==> src/include/i2c_ssc_defs.svh <==
// Register map, field positions and reset values for the I2C start/stop collision engine.
// Assumes inclusion by bare name from the package and from the engine module.
//
// What this block does
// RULE1 - Setting start_enable in sequence_control_reg starts a Start sequence.
// RULE2 - Both lines high at Start: load baud_counter from baud_reload_value and count.
// RULE3 - Both still high at expiry: drive SDA low, set start-detected flag.
// RULE4 - Reload, count again; next expiry clears start_enable, holds SDA low.
// RULE5 - Both low at Start, or SCL low early: bus_collision_flag, abort, idle.
// RULE6 - Stop begins with SDA low; once the baud counter expires with SDA sampled low, SCL is released.
// RULE7 - Wait for SCL high, stretching honoured, then load and count baud_counter.
// RULE8 - After SDA release and expiry, SDA sampled low flags bus collision.
// RULE9 - SCL sampled low after it went high but before SDA released during Stop flags bus collision.
// RULE10 - Stop collision sets flag, releases both lines, returns to idle.
// RULE11 - transfer_buffer write during any sequence is dropped, sets write_collision_flag.
// RULE12 - Lower five sequence control bits ignore writes until Start completes.
`ifndef I2C_SSC_DEFS_SVH
`define I2C_SSC_DEFS_SVH

`define ADDR_SEQ_CTRL   8'h00
`define ADDR_BAUD       8'h04
`define ADDR_STATUS     8'h08
`define ADDR_CLEAR      8'h0C
`define ADDR_INT_EN     8'h10
`define ADDR_BUFFER     8'h14
`define ADDR_PORT_STAT  8'h18

`define CTRL_START_BIT  0
`define CTRL_STOP_BIT   1
`define CTRL_SEQ_W      5

`define ST_START_BIT    0
`define ST_BCOL_BIT     1
`define ST_WRITE_COLLISION_FLAG_BIT     2
`define ST_STOP_BIT     3
`define ST_W            4

`define BAUD_RESET      8'h09
`define CTRL_RESET      5'h00
`define ST_RESET        4'h0

`endif

==> src/include/i2c_ssc_pkg.sv <==
// Types for the I2C start/stop collision engine.
// Assumes i2c_ssc_defs.svh is on the include path.
`include "i2c_ssc_defs.svh"

package i2c_ssc_pkg;

  typedef enum logic [3:0] {
    ST_IDLE,
    ST_START_WAIT,
    ST_START_HOLD,
    ST_OWNED,
    ST_STOP_PREP,
    ST_STOP_SCL_WAIT,
    ST_STOP_SCL_HIGH,
    ST_STOP_SDA_CHK
  } seq_state_t;

  typedef struct packed {
    logic sda_oe;
    logic scl_oe;
    logic sda_o;
    logic scl_o;
  } line_out_t;

  typedef struct packed {
    logic [7:0] addr;
    logic [7:0] wdata;
    logic       wr;
    logic       rd;
  } reg_req_t;

  typedef struct packed {
    logic [2:0]            sda_sync;
    logic [2:0]            scl_sync;
    logic                  sda_lv;
    logic                  scl_lv;
    seq_state_t            state;
    logic [7:0]            cnt;
    logic [7:0]            reload;
    logic [`CTRL_SEQ_W-1:0] ctrl;
    logic [`ST_W-1:0]      status;
    logic [`ST_W-1:0]      int_en;
    logic [7:0]            buffer;
    logic                  start_bit;
    logic [7:0]            rdata;
    logic                  irq;
    line_out_t             line;
  } engine_t;

endpackage

==> src/rtl/i2c_ssc.sv <==
// I2C master Start generation with Start and Stop bus collision detection.
// Assumes open-drain SDA/SCL resolved outside, and a plain register port on i_mclk.
`timescale 1ns/10ps
`default_nettype none
`include "i2c_ssc_defs.svh"

module i2c_ssc
  import i2c_ssc_pkg::*;
(
  input  wire logic       i_mclk,
  input  wire logic       i_rst,
  input  wire reg_req_t   i_req,
  output var  logic [7:0] o_rdata,
  input  wire logic       i_sda,
  input  wire logic       i_scl,
  output var  line_out_t  o_line,
  output var  logic       o_irq
);

  engine_t s_reg;
  engine_t s_next;

  logic                   sda_hi;
  logic                   scl_hi;
  logic                   expired;
  logic                   busy;
  logic [`ST_W-1:0]       set_ev;
  logic [`ST_W-1:0]       clr_ev;

  assign sda_hi  = s_reg.sda_lv;
  assign scl_hi  = s_reg.scl_lv;
  assign expired = (s_reg.cnt == 8'h00);
  assign busy    = (s_reg.state != ST_IDLE) && (s_reg.state != ST_OWNED);

  always_comb begin
    s_next = s_reg;
    set_ev = '0;
    clr_ev = '0;

    // Three-stage synchronisers; a level is taken once stages two and three agree.
    s_next.sda_sync = {s_reg.sda_sync[1:0], i_sda};
    s_next.scl_sync = {s_reg.scl_sync[1:0], i_scl};
    if (s_reg.sda_sync[1] == s_reg.sda_sync[2]) begin
      s_next.sda_lv = s_reg.sda_sync[2];
    end
    if (s_reg.scl_sync[1] == s_reg.scl_sync[2]) begin
      s_next.scl_lv = s_reg.scl_sync[2];
    end

    // The baud counter runs down to zero and rests there until a phase reloads it.
    if (!expired) begin
      s_next.cnt = s_reg.cnt - 8'h01;
    end

    // Every bus phase except the wait for SCL high in ST_STOP_SCL_WAIT is timed by the baud counter.
    // A collision abandons the sequence, releases both lines and goes idle, so software meets a clean engine.
    case (s_reg.state)
      ST_IDLE: begin
        s_next.line = '0;
        if (s_reg.ctrl[`CTRL_START_BIT]) begin
          if (sda_hi && scl_hi) begin
            s_next.cnt   = s_reg.reload;                                   // RULE2
            s_next.state = ST_START_WAIT;                                  // RULE1
          end else if (!sda_hi && !scl_hi) begin
            set_ev[`ST_BCOL_BIT]          = 1'b1;                          // RULE5
            s_next.ctrl[`CTRL_START_BIT]  = 1'b0;
          end
        end
      end
      ST_START_WAIT: begin
        if (!scl_hi || (expired && !sda_hi)) begin
          set_ev[`ST_BCOL_BIT]         = 1'b1;                             // RULE5
          s_next.ctrl[`CTRL_START_BIT] = 1'b0;
          s_next.state                 = ST_IDLE;
        end else if (expired) begin
          s_next.line.sda_oe    = 1'b1;                                    // RULE3
          s_next.start_bit      = 1'b1;
          set_ev[`ST_START_BIT] = 1'b1;
          s_next.cnt            = s_reg.reload;                            // RULE4
          s_next.state          = ST_START_HOLD;
        end
      end
      ST_START_HOLD: begin
        if (expired) begin
          s_next.ctrl[`CTRL_START_BIT] = 1'b0;                             // RULE4
          s_next.state                 = ST_OWNED;
        end
      end
      ST_OWNED: begin
        if (s_reg.ctrl[`CTRL_STOP_BIT]) begin
          s_next.line.sda_oe = 1'b1;                                       // RULE6
          s_next.line.scl_oe = 1'b1;
          s_next.cnt         = s_reg.reload;
          s_next.state       = ST_STOP_PREP;
        end
      end
      ST_STOP_PREP: begin
        if (expired && !sda_hi) begin
          s_next.line.scl_oe = 1'b0;                                       // RULE6
          s_next.state       = ST_STOP_SCL_WAIT;
        end
      end
      ST_STOP_SCL_WAIT: begin
        if (scl_hi) begin
          s_next.cnt   = s_reg.reload;                                     // RULE7
          s_next.state = ST_STOP_SCL_HIGH;
        end else begin
          s_next.cnt = s_reg.cnt;
        end
      end
      ST_STOP_SCL_HIGH: begin
        if (!scl_hi) begin
          set_ev[`ST_BCOL_BIT] = 1'b1;                                     // RULE9
          s_next.line          = '0;                                       // RULE10
          s_next.ctrl[`CTRL_STOP_BIT] = 1'b0;
          s_next.start_bit     = 1'b0;
          s_next.state         = ST_IDLE;
        end else if (expired) begin
          s_next.line.sda_oe = 1'b0;
          s_next.cnt         = s_reg.reload;
          s_next.state       = ST_STOP_SDA_CHK;
        end
      end
      ST_STOP_SDA_CHK: begin
        if (expired) begin
          if (!sda_hi) begin
            set_ev[`ST_BCOL_BIT] = 1'b1;                                   // RULE8
          end else begin
            set_ev[`ST_STOP_BIT] = 1'b1;
          end
          s_next.line                 = '0;                                // RULE10
          s_next.ctrl[`CTRL_STOP_BIT] = 1'b0;
          s_next.start_bit            = 1'b0;
          s_next.state                = ST_IDLE;
        end
      end
      default: begin
        s_next.line  = '0;
        s_next.state = ST_IDLE;
      end
    endcase

    // Register writes; a control write is dropped while the Start bit is set, but can override a hardware clear of the Stop bit.
    if (i_req.wr) begin
      case (i_req.addr)
        `ADDR_SEQ_CTRL: begin
          if (!s_reg.ctrl[`CTRL_START_BIT]) begin
            s_next.ctrl = i_req.wdata[`CTRL_SEQ_W-1:0];                    // RULE12
          end
        end
        `ADDR_BAUD:   s_next.reload = i_req.wdata;
        `ADDR_CLEAR:  clr_ev = i_req.wdata[`ST_W-1:0];
        `ADDR_INT_EN: s_next.int_en = i_req.wdata[`ST_W-1:0];
        `ADDR_BUFFER: begin
          if (busy) begin
            set_ev[`ST_WRITE_COLLISION_FLAG_BIT] = 1'b1;                                   // RULE11
          end else begin
            s_next.buffer = i_req.wdata;
          end
        end
        default: ;
      endcase
    end

    // Set wins over clear on every sticky status bit.
    s_next.status = (s_reg.status & ~clr_ev) | set_ev;
    s_next.irq    = |(s_reg.status & s_reg.int_en);

    s_next.rdata = 8'h00;
    if (i_req.rd) begin
      case (i_req.addr)
        `ADDR_SEQ_CTRL:  s_next.rdata = {3'b000, s_reg.ctrl};
        `ADDR_BAUD:      s_next.rdata = s_reg.reload;
        `ADDR_STATUS:    s_next.rdata = {4'h0, s_reg.status};
        `ADDR_INT_EN:    s_next.rdata = {4'h0, s_reg.int_en};
        `ADDR_BUFFER:    s_next.rdata = s_reg.buffer;
        `ADDR_PORT_STAT: s_next.rdata = {4'h0, busy, s_reg.start_bit, scl_hi, sda_hi};
        default:         s_next.rdata = 8'h00;
      endcase
    end
  end

  always_ff @(posedge i_mclk or posedge i_rst) begin
    if (i_rst) begin
      s_reg          <= '0;
      s_reg.sda_sync <= 3'b111;
      s_reg.scl_sync <= 3'b111;
      s_reg.sda_lv   <= 1'b1;
      s_reg.scl_lv   <= 1'b1;
      s_reg.state    <= ST_IDLE;
      s_reg.reload   <= `BAUD_RESET;
      s_reg.ctrl     <= `CTRL_RESET;
      s_reg.status   <= `ST_RESET;
    end else begin
      s_reg <= s_next;
    end
  end

  assign o_rdata = s_reg.rdata;
  assign o_line  = s_reg.line;
  assign o_irq   = s_reg.irq;
endmodule

`default_nettype wire

==> config.mk <==
export PLATFORM = sky130hd
export DESIGN_NAME = i2c_ssc
export DESIGN_NICKNAME = d
export VERILOG_FILES = /design/src/include/i2c_ssc_pkg.sv /design/src/rtl/i2c_ssc.sv
export VERILOG_INCLUDE_DIRS = /design/src /design/src/include
export SDC_FILE = /design/constraint.sdc
export NUM_CORES = 1
export LEC_CHECK = 0
export BUFFER_PORTS_ARGS = -buffer_cell sky130_fd_sc_hd__buf_4
export CORE_UTILIZATION = 30
export CTS_BUF_LIST = sky130_fd_sc_hd__clkbuf_4 sky130_fd_sc_hd__clkbuf_8 sky130_fd_sc_hd__clkbuf_16
export DETAILED_ROUTE_END_ITERATION = 10
export HOLD_SLACK_MARGIN = 0.05
export PLACE_DENSITY = 0.53
export SLEW_MARGIN = 20
export SYNTH_ARGS = -nofsm -noshare
export SYNTH_HDL_FRONTEND = slang
export SYNTH_SLANG_ARGS = --single-unit
==> constraint.sdc <==
create_clock -name i_mclk -period 3.16 [get_ports i_mclk]
set_clock_uncertainty 0.2 [all_clocks]
set_input_delay 0.158 -clock i_mclk [delete_from_list [all_inputs] [get_ports i_mclk]]
set_output_delay 0.158 -clock i_mclk [all_outputs]
set_load 0.02 [all_outputs]
* After elaboration in Yosys (flattened, before gate mapping)
Cells that the tools add are included.
** Word-level totals
- Register bits :: 63
- Bits of input ports :: 22
- Output and inout port bits :: 13
** Cells by class
- Add/subtract/negate cells :: 1
- Equality and inequality tests :: 28
- Muxes and demuxes :: 62
- Bitwise logic cells :: 9
- Reductions and logical operators :: 25
** Operator list (number)
- $mux 12 :: 5
- $pmux 8 s6 :: 1
- $mux 8 :: 5
- $pmux 8 s5 :: 1
- $mux 4 :: 8
- $pmux 4 s8 :: 1
- $mux 1 :: 29
- $eq 8x5->1 const B :: 3
- $ne 2x2->1 const B :: 10
- $eq 4x3->1 const B :: 4
- $eq 8x4->1 const B :: 2
- $logic_not 8->1 :: 2
- $pmux 1 s5 :: 2
- $reduce_and 5->1 :: 2
- $reduce_and 3->1 :: 3
- $reduce_and 9->1 :: 1
- $and 4x4->4 :: 2
- $eq 4x2->1 const B :: 2
- $eq 8x3->1 const B :: 1
- $mux 2 :: 4
- $sub 8x1->8 const B :: 1
- $ne 3x3->1 const B :: 2
- $pmux 1 s3 :: 2
- $pmux 2 s3 :: 1
- 20 further kinds :: 31

* Longest topological paths before layout
Gate-level depths: netlist of the first run.
- Depth in word-level cells :: 9
- Gate-level depth with buffers :: 8

* Worst setup path after synthesis of the first run
No wires, ideal clock.
- Path type :: register to register
- Start :: reg s_reg[49] in the netlist's numbering
- End :: reg s_reg[51] in the netlist's numbering
- Setup time :: 0.125 ns
- Arrival time :: 2.226 ns
- Data required time :: 2.835 ns
- Slack :: 0.609 ns
- Cell stages (with the launch flop) :: 6
- Clock period less this slack :: 2.551 ns
- Path through :: dfrtp_1 or4_4 or4_4 a32o_2 nor2_1 mux2_2
** Between the ends
- Word-level cells in the longest chain between the ends :: 5
- Elaborated cells on any way between the ends :: 11
- Those cells by class :: eq/ne (5); mux (2); reduce/logical (4)
** RTL lines
- start: declaration :: line i2c_ssc.sv:20 : engine_t s_reg;
- start signal: assignment :: line i2c_ssc.sv:195 : s_reg <= s_next;
- $logic_not 8->1 (*) :: line i2c_ssc.sv:32 : assign expired = (s_reg.cnt == 8'h00);
- $logic_and 1x1->1 :: line i2c_ssc.sv:71, i2c_ssc.sv:98
- $logic_or 1x1->1 :: line i2c_ssc.sv:71 : if (!scl_hi || (expired && !sda_hi)) begin
- $ne 3x3->1 (no line) or $mux 4 (tied branches)
- $reduce_and 9->1 (no line) or $pmux 4 s8 (tied branches)
Mark *: on every way between the ends. The rest lies on a longest branch, timed or not.
A chain may end at the register's enable or synchronous reset.

* Final worst setup path of the first run
Ends and elaborated chain as after synthesis.

==> metrics, run 1 <==
Synth cell types 65; Num CTS Buffers 9; RSZ-0062 raised after global routing false; Comb pwr share 18.9%; cells on worst reg2reg path 5; CP startpoint kind flip-flop; most common cell in the synthesized netlist dfrtp_1; worst slew pin tran 718 ps; power per standard cell area 505 nW/um2; setup violators final 0; hold buffer count at CTS 18; Clk pwr share 34.5%; post-layout instance area 3980 um2; Netlist Area Pre-Place 3350 um2; ant diodes 0; CP arrival 2670 ps; r2r startpoint s_reg[49]; FF+latch area 1510 um2; root buf cell clkbuf_8; Switching Fraction 29.5%; outcome completed; via count 2606; fraction of layout cells with a size suffix above 1 33.6%; post-DP HPWL 5560 um; setup tns final 0 ps; CTS Buffer Depth 2; Global Route Usage Sum 14.6%; Die ar. 11600 um2; largest net degree at the start of global routing 32; Core Rows 38; final wirelength 7920 um; Avg Inst Size Synth 10.8 um2; Final Hold Viols 0; warning count from the yosys run 0; HP Start s_next[58]; Lkg Pwr 1.74 nW; Multi-input gate area 1570 um2; Max Cap Viol 0; Synth top area share 37.4%; DR pass1 iterations 7; final RePlAce weighted congestion 0.829; CP peak stage delay 560 ps; hold path cells 0; via density per instance 5.24; Reg power frac 46.6%; Yosys reg bits 60; CP max-delay cell or4_4; post-CTS sizing 0; most used cell, CP or4_4; WS Path Type flip-flop to flip-flop; Worst VDD drop 206 uV; Min-Delay Endpoint s_next[59]; final hold slack 156 ps; CTS tree yes; Starting Density 30.9%; Cells after Synth 311; Primary FF master, synth dfrtp_1; reg2reg end s_reg[51]; Worst Path Max Fanout 5; crit-path cells or4_4, or4_4, a32o_2, nor2_1, mux2_2; fmax 0.378 GHz; clk sink count 60; DRC 0; Core Region 10800 um2; Net Sw Power 594 uW; part of the Yosys area used for sequential elements 45.3%; EDFF count, synth 0; final net count 375; Post-synth ARST share 100%; die height 108 um; Int Power 1.42 mW; area post-placement 3600 um2; Clk Latency, worst-skew pair 340 ps; commonest cells in the netlist 50 x dfrtp_1, 30 x mux2_2, 22 x nand2_1, 17 x nor2_1, 12 x buf_4; Max Slew Vio Count 0; # fillers 1096; io pins 35; gr ovfl total 0; initial antenna violation count 0; r2r setup slk 510 ps; H-tree Lvls 3; Post-CTS Setup Inserts 0; per-cell routed wire length 15.9 um; synth top area cells dfrtp_1 37%, mux2_2 10%, dfstp_2 7.9%; crit share post-route 83.8%; IO buf count 32; Synth area leader dfrtp_1; max reg flops 43; CP endpoint kind flip-flop; Synth-to-Final Area Change 19.0%; die width 108 um; DR iter-0 viols 172; minimum clock period 2650 ps; Routed Antenna Nets 0; Rel. slew slack 52.1%; vias in the first global route 2524; first-pass GRT wire length 13100 um; WP data required 3190 ps; Reg clk slew, reported paths 70 ps; worst hold path type flip-flop to flip-flop
[layout by cell type (no fill, tap or decap), drive strengths merged, types with 3 or more instances in the layout]
cell type    Yosys  routed
a32oi            6       6
a22o             5       5
nand3            5       5
dlygate4sd3      0      18
a21oi            9       9
or4              3       3
nand4b           4       4
dfstp           10      10
mux2i            5       5
nor2b            6       6
a32o             3       3
nand2b           4       4
nor3             7       7
nor3b            3       3
clkinv           0       4
o31ai            3       3
nand2           22      22
o21ai           11      11
nand4            3       3
a31o             4       4
a22oi           11      11
dfrtp           50      50
a211oi           3       3
a31oi            3       3
inv              9       9
nand3b           6       6
buf             20      42
mux2            30      30
nor2            17      17
a311oi           3       3
clkbuf          11      10
[cells by family (layout without fill, tap and decap cells)]
logic type,count (synthesis),after routing,share of synthesized area [%]
compound gates,76,76,17.5
xor+xnor,1,1,0.262
fa+ha+maj,3,3,0.972
buf+inv,40,85,8.04
flops,60,60,45.3
mux,35,35,11.6
other cells,1,2,0.112
simple gates,95,95,16.3
[layer usage]
| metal | wire [um] | up-vias | global-route usage (%) | part of all wire, % |
|---|---|---|---|---|
| met5 | 0 | - | 0 | 0 |
| met4 | 148 | 0 | 5.19 | 1.9 |
| met3 | 221 | 14 | 3.09 | 2.8 |
| met2 | 3800 | 53 | 23.3 | 48 |
| met1 | 3740 | 1305 | 19.6 | 47 |
| li1 | - | 1234 | - | - |
[critical path: cells and delay by family, from the launching register on]
kind	cells	cell delay (ps)
flip-flops	1	410
AND/OR/NAND/NOR	3	1260
AO/OA/AOI/OAI	1	320
multiplexers	1	350
[final cells by class]
class / instances / area share [%]
repair buffers: 60 / 12.4
clock inverters: 6 / 1.63
inverters: 9 / 0.849
well taps: 140 / 4.40
clock buffers: 10 / 3.30
multi-input cells: 212 / 39.3
flip-flops and latches: 60 / 38.0
[through the flow]
step | utilization [%] | cells | setup slack, ps | power [mW]
final | 36.7 | 497 | 513 | 2.01
after global routing | 36.7 | 497 | 417 | 2.14
after CTS | 36.7 | 497 | 517 | 2.05
after detailed placement | 33.3 | 463 | 521 | 1.31
after global placement | 33.3 | 463 | 538 | 1.31
after floorplan | - | 312 | 609 | 1.21
[power by group through the flow]
stage | Sequential [mW] | Clock, mW | Combinational [mW]
final | 0.938 | 0.694 | 0.379
after global placement | 0.947 | 0 | 0.358
after floorplan | 0.919 | 0 | 0.289
after detailed placement | 0.950 | 0 | 0.363
after CTS | 0.937 | 0.727 | 0.383
after global routing | 0.952 | 0.758 | 0.430
[worst max-delay path by stage]
stage	end	start	cells past startpoint	slack [ps]
global route	s_reg[51]	s_reg[43]	7	420
floorplan	s_reg[51]	s_reg[49]	5	610
CTS	s_reg[51]	s_reg[49]	5	520
global placement	s_reg[51]	s_reg[49]	5	540
detailed placement	s_reg[51]	s_reg[49]	5	520
finish	s_reg[51]	s_reg[49]	5	510
Power figures use the tool's default switching activity.
==> run 2: changes to the inputs <==
PLACE_DENSITY = 0.55   (was 0.53)
clock period = 2.2 ns   (was 3.16 ns; I/O delays follow)
==> metrics, run 2 (same netlist as run 1, synthesis figures left out) <==
die height 108 um; Clk pwr share 32.0%; fmax 0.414 GHz; clk sink count 60; Net Sw Power 930 uW; largest net degree at the start of global routing 26; first-pass GRT wire length 13600 um; routing usage on met1 20.6%; Num CTS Buffers 9; WP data required 2200 ps; CP endpoint kind flip-flop; Core Region 10800 um2; DRC 0; failing checks negative setup slack; Int Power 2.19 mW; Rel. slew slack 65.4%; IO buf count 32; root buf cell clkbuf_8; placed cell count 499; Comb pwr share 26.7%; final net count 412; crit share post-route 110%; # fillers 1056; vias in the first global route 2744; per-cell routed wire length 15.2 um; Core Rows 38; H-tree Lvls 3; Max Slew Vio Count 0; DR iter-0 viols 99; most frequent cells in the layout 79 x buf_4, 50 x dfrtp_1, 29 x mux2_2; outcome finished, violations left; minimum clock period 2410 ps; Reg clk slew, reported paths 70 ps; Multi-input gate area 1620 um2; gr ovfl total 0; final wirelength 8140 um; Synth-to-Final Area Change 28.8%; Lkg Pwr 1.93 nW; CTS tree yes; FF+latch area 1510 um2; CP startpoint kind flip-flop; Worst VDD drop 280 uV; Final Hold Viols 0; DP Worst Slack -193 ps; most common cell after layout, fill and taps aside buf_4; via count 2698; ant diodes 0; non-filler cells, final 534; Switching Fraction 29.8%; setup violators final 14; M2 GR Usage 24.0%; Max Cap Viol 0; Global Route Usage Sum 15.3%; met3 Use GR 3.63%; worst slew pin tran 519 ps; CTS Buffer Depth 2; io pins 35; fraction of layout cells with a size suffix above 1 40.9%; Die ar. 11600 um2; power per standard cell area 725 nW/um2; via density per instance 5.05; WS Path Type flip-flop to flip-flop; CP arrival 2410 ps; PnR worst setup slack -214 ps; die width 108 um; RSZ-0062 raised after global routing true; post-DP HPWL 6020 um; GR peak layer met2; Reg power frac 41.3%; max reg flops 43; Clk Latency, worst-skew pair 340 ps; Routed Antenna Nets 0; final RePlAce weighted congestion 0.826; Starting Density 30.9%; initial antenna violation count 0; worst hold path type input port to flip-flop; final hold slack 86.4 ps; Worst Path Max Fanout 4; DR pass1 iterations 4
[run 2: critical path: stages (launching register included)]
cell and delay, ps:
dfrtp_1 380, or4_4 540, or4_4 460, a311o_2 360, a311oi_1 270, a211oi_1 80
[run 2: metal layers]
layer  wire (um)  vias up
met1        3810     1316
met5           0        -
met2        3870       61
met3         318       11
li1            -     1310
met4         131        0
[run 2: final timing paths]
path	end	slack, ps	from	cells after the start
min in group asynchronous	s_reg[15]	160	i_rst	3
worst min register to register	s_next[59]	160	s_next[58]	0
worst min-delay path	s_reg[28]	90	i_req[17]	5
worst max-delay path	s_reg[43]	-210	s_reg[48]	5
worst max register to register	s_reg[43]	-210	s_reg[48]	5
max in group asynchronous	s_reg[35]	920	i_rst	4
[run 2: cell type report]
cell class,count,share of cell area (%)
clock inverters,7,1.74
flip-flops and latches,60,35.1
well taps,140,4.06
clock buffers,9,2.87
inverters,9,0.784
repair buffers,97,17.9
multi-input cells,212,37.5
[run 2: repair_timing]
item / 4_1_cts / 5_1_grt
buffers inserted: 0 / 1
gates resized for setup: 1 / 1
hold buffers: 18 / 0
pin swaps: 1 / 1
setup endpoints to repair: 15 / 20
endpoints found under the hold margin: 62 / 0
[run 2: power by group through the flow]
stage               logic [mW]  clock network (mW)  registers [mW]
detailed placement       0.803                   0            1.31
finish                   0.834               0.999            1.29
CTS                      0.835                1.03            1.29
floorplan                0.440                   0            1.32
global placement         0.788                   0            1.31
global route             0.918                1.09            1.31
[run 2: stage by stage]
step / instance area, um2 / total power, mW / utilization (%) / setup TNS, ps
after CTS: 4290 / 3.16 / 39.6 / -1520
after global placement: 3910 / 2.09 / 36.0 / -862
after global routing: 4310 / 3.32 / 39.8 / -3260
final: 4310 / 3.12 / 39.8 / -1480
after detailed placement: 3910 / 2.12 / 36.0 / -1450
after floorplan: 3380 / 1.76 / - / -695
==> run 3: changes to the inputs <==
REMOVE_ABC_BUFFERS = 1   (was default)
==> metrics, run 3 (same netlist as run 1, synthesis figures left out) <==
outcome finished, violations left; failing checks negative setup slack; # fillers 1029; crit-path cells inv_2, ha_4, or2b_4, or4_4, a32o_2, nor2_4, mux2_4; Min-Delay Endpoint s_next[62]; setup violators final 6; first-pass GRT wire length 14700 um; WP data required 2220 ps; r2r startpoint s_reg[43]; final net count 429; CP peak stage delay 500 ps; die width 108 um; CP max-delay cell or4_4; setup tns final -1330 ps; CP endpoint kind flip-flop; GR peak layer met2; initial antenna violation count 0; final RePlAce weighted congestion 0.840; cells on worst reg2reg path 7; Clk Latency, worst-skew pair 340 ps; Synth-to-Final Area Change 36.8%; r2r setup slk -260 ps; worst slew pin tran 545 ps; ant diodes 0; DR pass1 iterations 4; DRC 0; Final Hold Viols 0; largest net degree at the start of global routing 39; Worst VDD drop 321 uV; Core Rows 38; M2 GR Usage 27.0%; PnR worst setup slack -263 ps; post-DP HPWL 6120 um; Starting Density 30.9%; IO buf count 32; via density per instance 5.11; crit-path leading delay family simple AND/OR/NAND/NOR gates; clk sink count 60; routing usage on met1 21.3%; via count 2817; RSZ-0062 raised after global routing true; Die ar. 11600 um2; root buf cell clkbuf_8; Max Slew Vio Count 0; DP Worst Slack -349 ps; CTS Buffer Depth 2; WP buf/inv 1; Core Region 10800 um2; fraction of layout cells with a size suffix above 1 44.8%; CP startpoint kind flip-flop; hold path cells 0; most common cell after layout, fill and taps aside buf_4; final wirelength 8710 um; Max Cap Viol 0; Num CTS Buffers 9; power per standard cell area 753 nW/um2; fmax 0.406 GHz; WS Path Type flip-flop to flip-flop; Lkg Pwr 2.05 nW; gr ovfl total 0; H-tree Lvls 3; max reg flops 43; CP arrival 2480 ps; per-cell routed wire length 15.8 um; vias in the first global route 2983; io pins 35; most frequent cells in the layout 88 x buf_4, 50 x dfrtp_1, 29 x mux2_2; Rel. slew slack 63.6%; crit share post-route 112%; die height 108 um; Global Route Usage Sum 16.6%; met3 Use GR 3.75%; worst hold path type flip-flop to flip-flop; minimum clock period 2460 ps; Routed Antenna Nets 0; DR iter-0 viols 107; reg2reg end s_reg[51]; Worst Path Max Fanout 3; Reg clk slew, reported paths 70 ps; CTS tree yes; HP Start s_next[61]
## run 3: worst max-delay path by stage
stage	slack [ps]	end	cells after the start	start
finish	-260	s_reg[51]	7	s_reg[43]
detailed placement	-350	s_reg[51]	5	s_reg[49]
floorplan	-710	s_reg[51]	5	s_reg[49]
global placement	-310	s_reg[51]	5	s_reg[49]
CTS	-220	s_reg[44]	5	s_reg[47]
global route	-330	s_reg[43]	7	s_reg[43]
## run 3: metrics by stage
stage	area [um2]	power [mW]	cells	hold slack (ps)	util, %
finish	4580	3.45	551	157	42.2
global route	4580	3.65	551	161	42.2
CTS	4500	3.44	550	158	41.5
detailed placement	3940	2.09	504	0.170	36.3
global placement	3940	2.07	504	-21.1	36.3
floorplan	3110	1.71	281	-85.5	-
## run 3: worst reg2reg max path: cells and delay by family (launching register included)
| family | cells | cell delay [ps] |
|---|---|---|
| fa+ha+maj | 1 | 130 |
| mux | 1 | 300 |
| flops | 1 | 410 |
| compound gates | 1 | 320 |
| simple gates | 3 | 890 |
| buf+inv | 1 | 100 |
## run 3: power breakdown
part | leakage, nW | switching, mW | internal [mW]
logic | 1.16 | 0.440 | 0.591
clock network | 0.110 | 0.480 | 0.643
registers | 0.780 | 0.0738 | 1.22
total | 2.05 | 0.993 | 2.45
## run 3: per-layer routing
| metal | share of wire (%) | vias up |
|---|---|---|
| li1 | - | 1344 |
| met1 | 46 | 1393 |
| met2 | 49 | 70 |
| met3 | 3.9 | 10 |
| met4 | 1.1 | 0 |
| met5 | 0 | - |
## run 3: layout make-up
class / instances / area (um2) / share of cell area, %
multi-input combinational: 212 / 1680 / 36.8
sequential: 60 / 1510 / 33.1
timing repair buffer: 114 / 947 / 20.7
tap: 140 / 175 / 3.83
clock buffer: 9 / 124 / 2.71
clock inverter: 7 / 98.8 / 2.16
inverter: 9 / 33.8 / 0.738
## run 3: what timing repair did
action	4_1_cts	5_1_grt
setup buffers	11	2
hold buffers	19	0
pin swaps	12	17
gates resized for setup	16	14
hold endpoints to repair	61	0
setup endpoints to repair	10	15
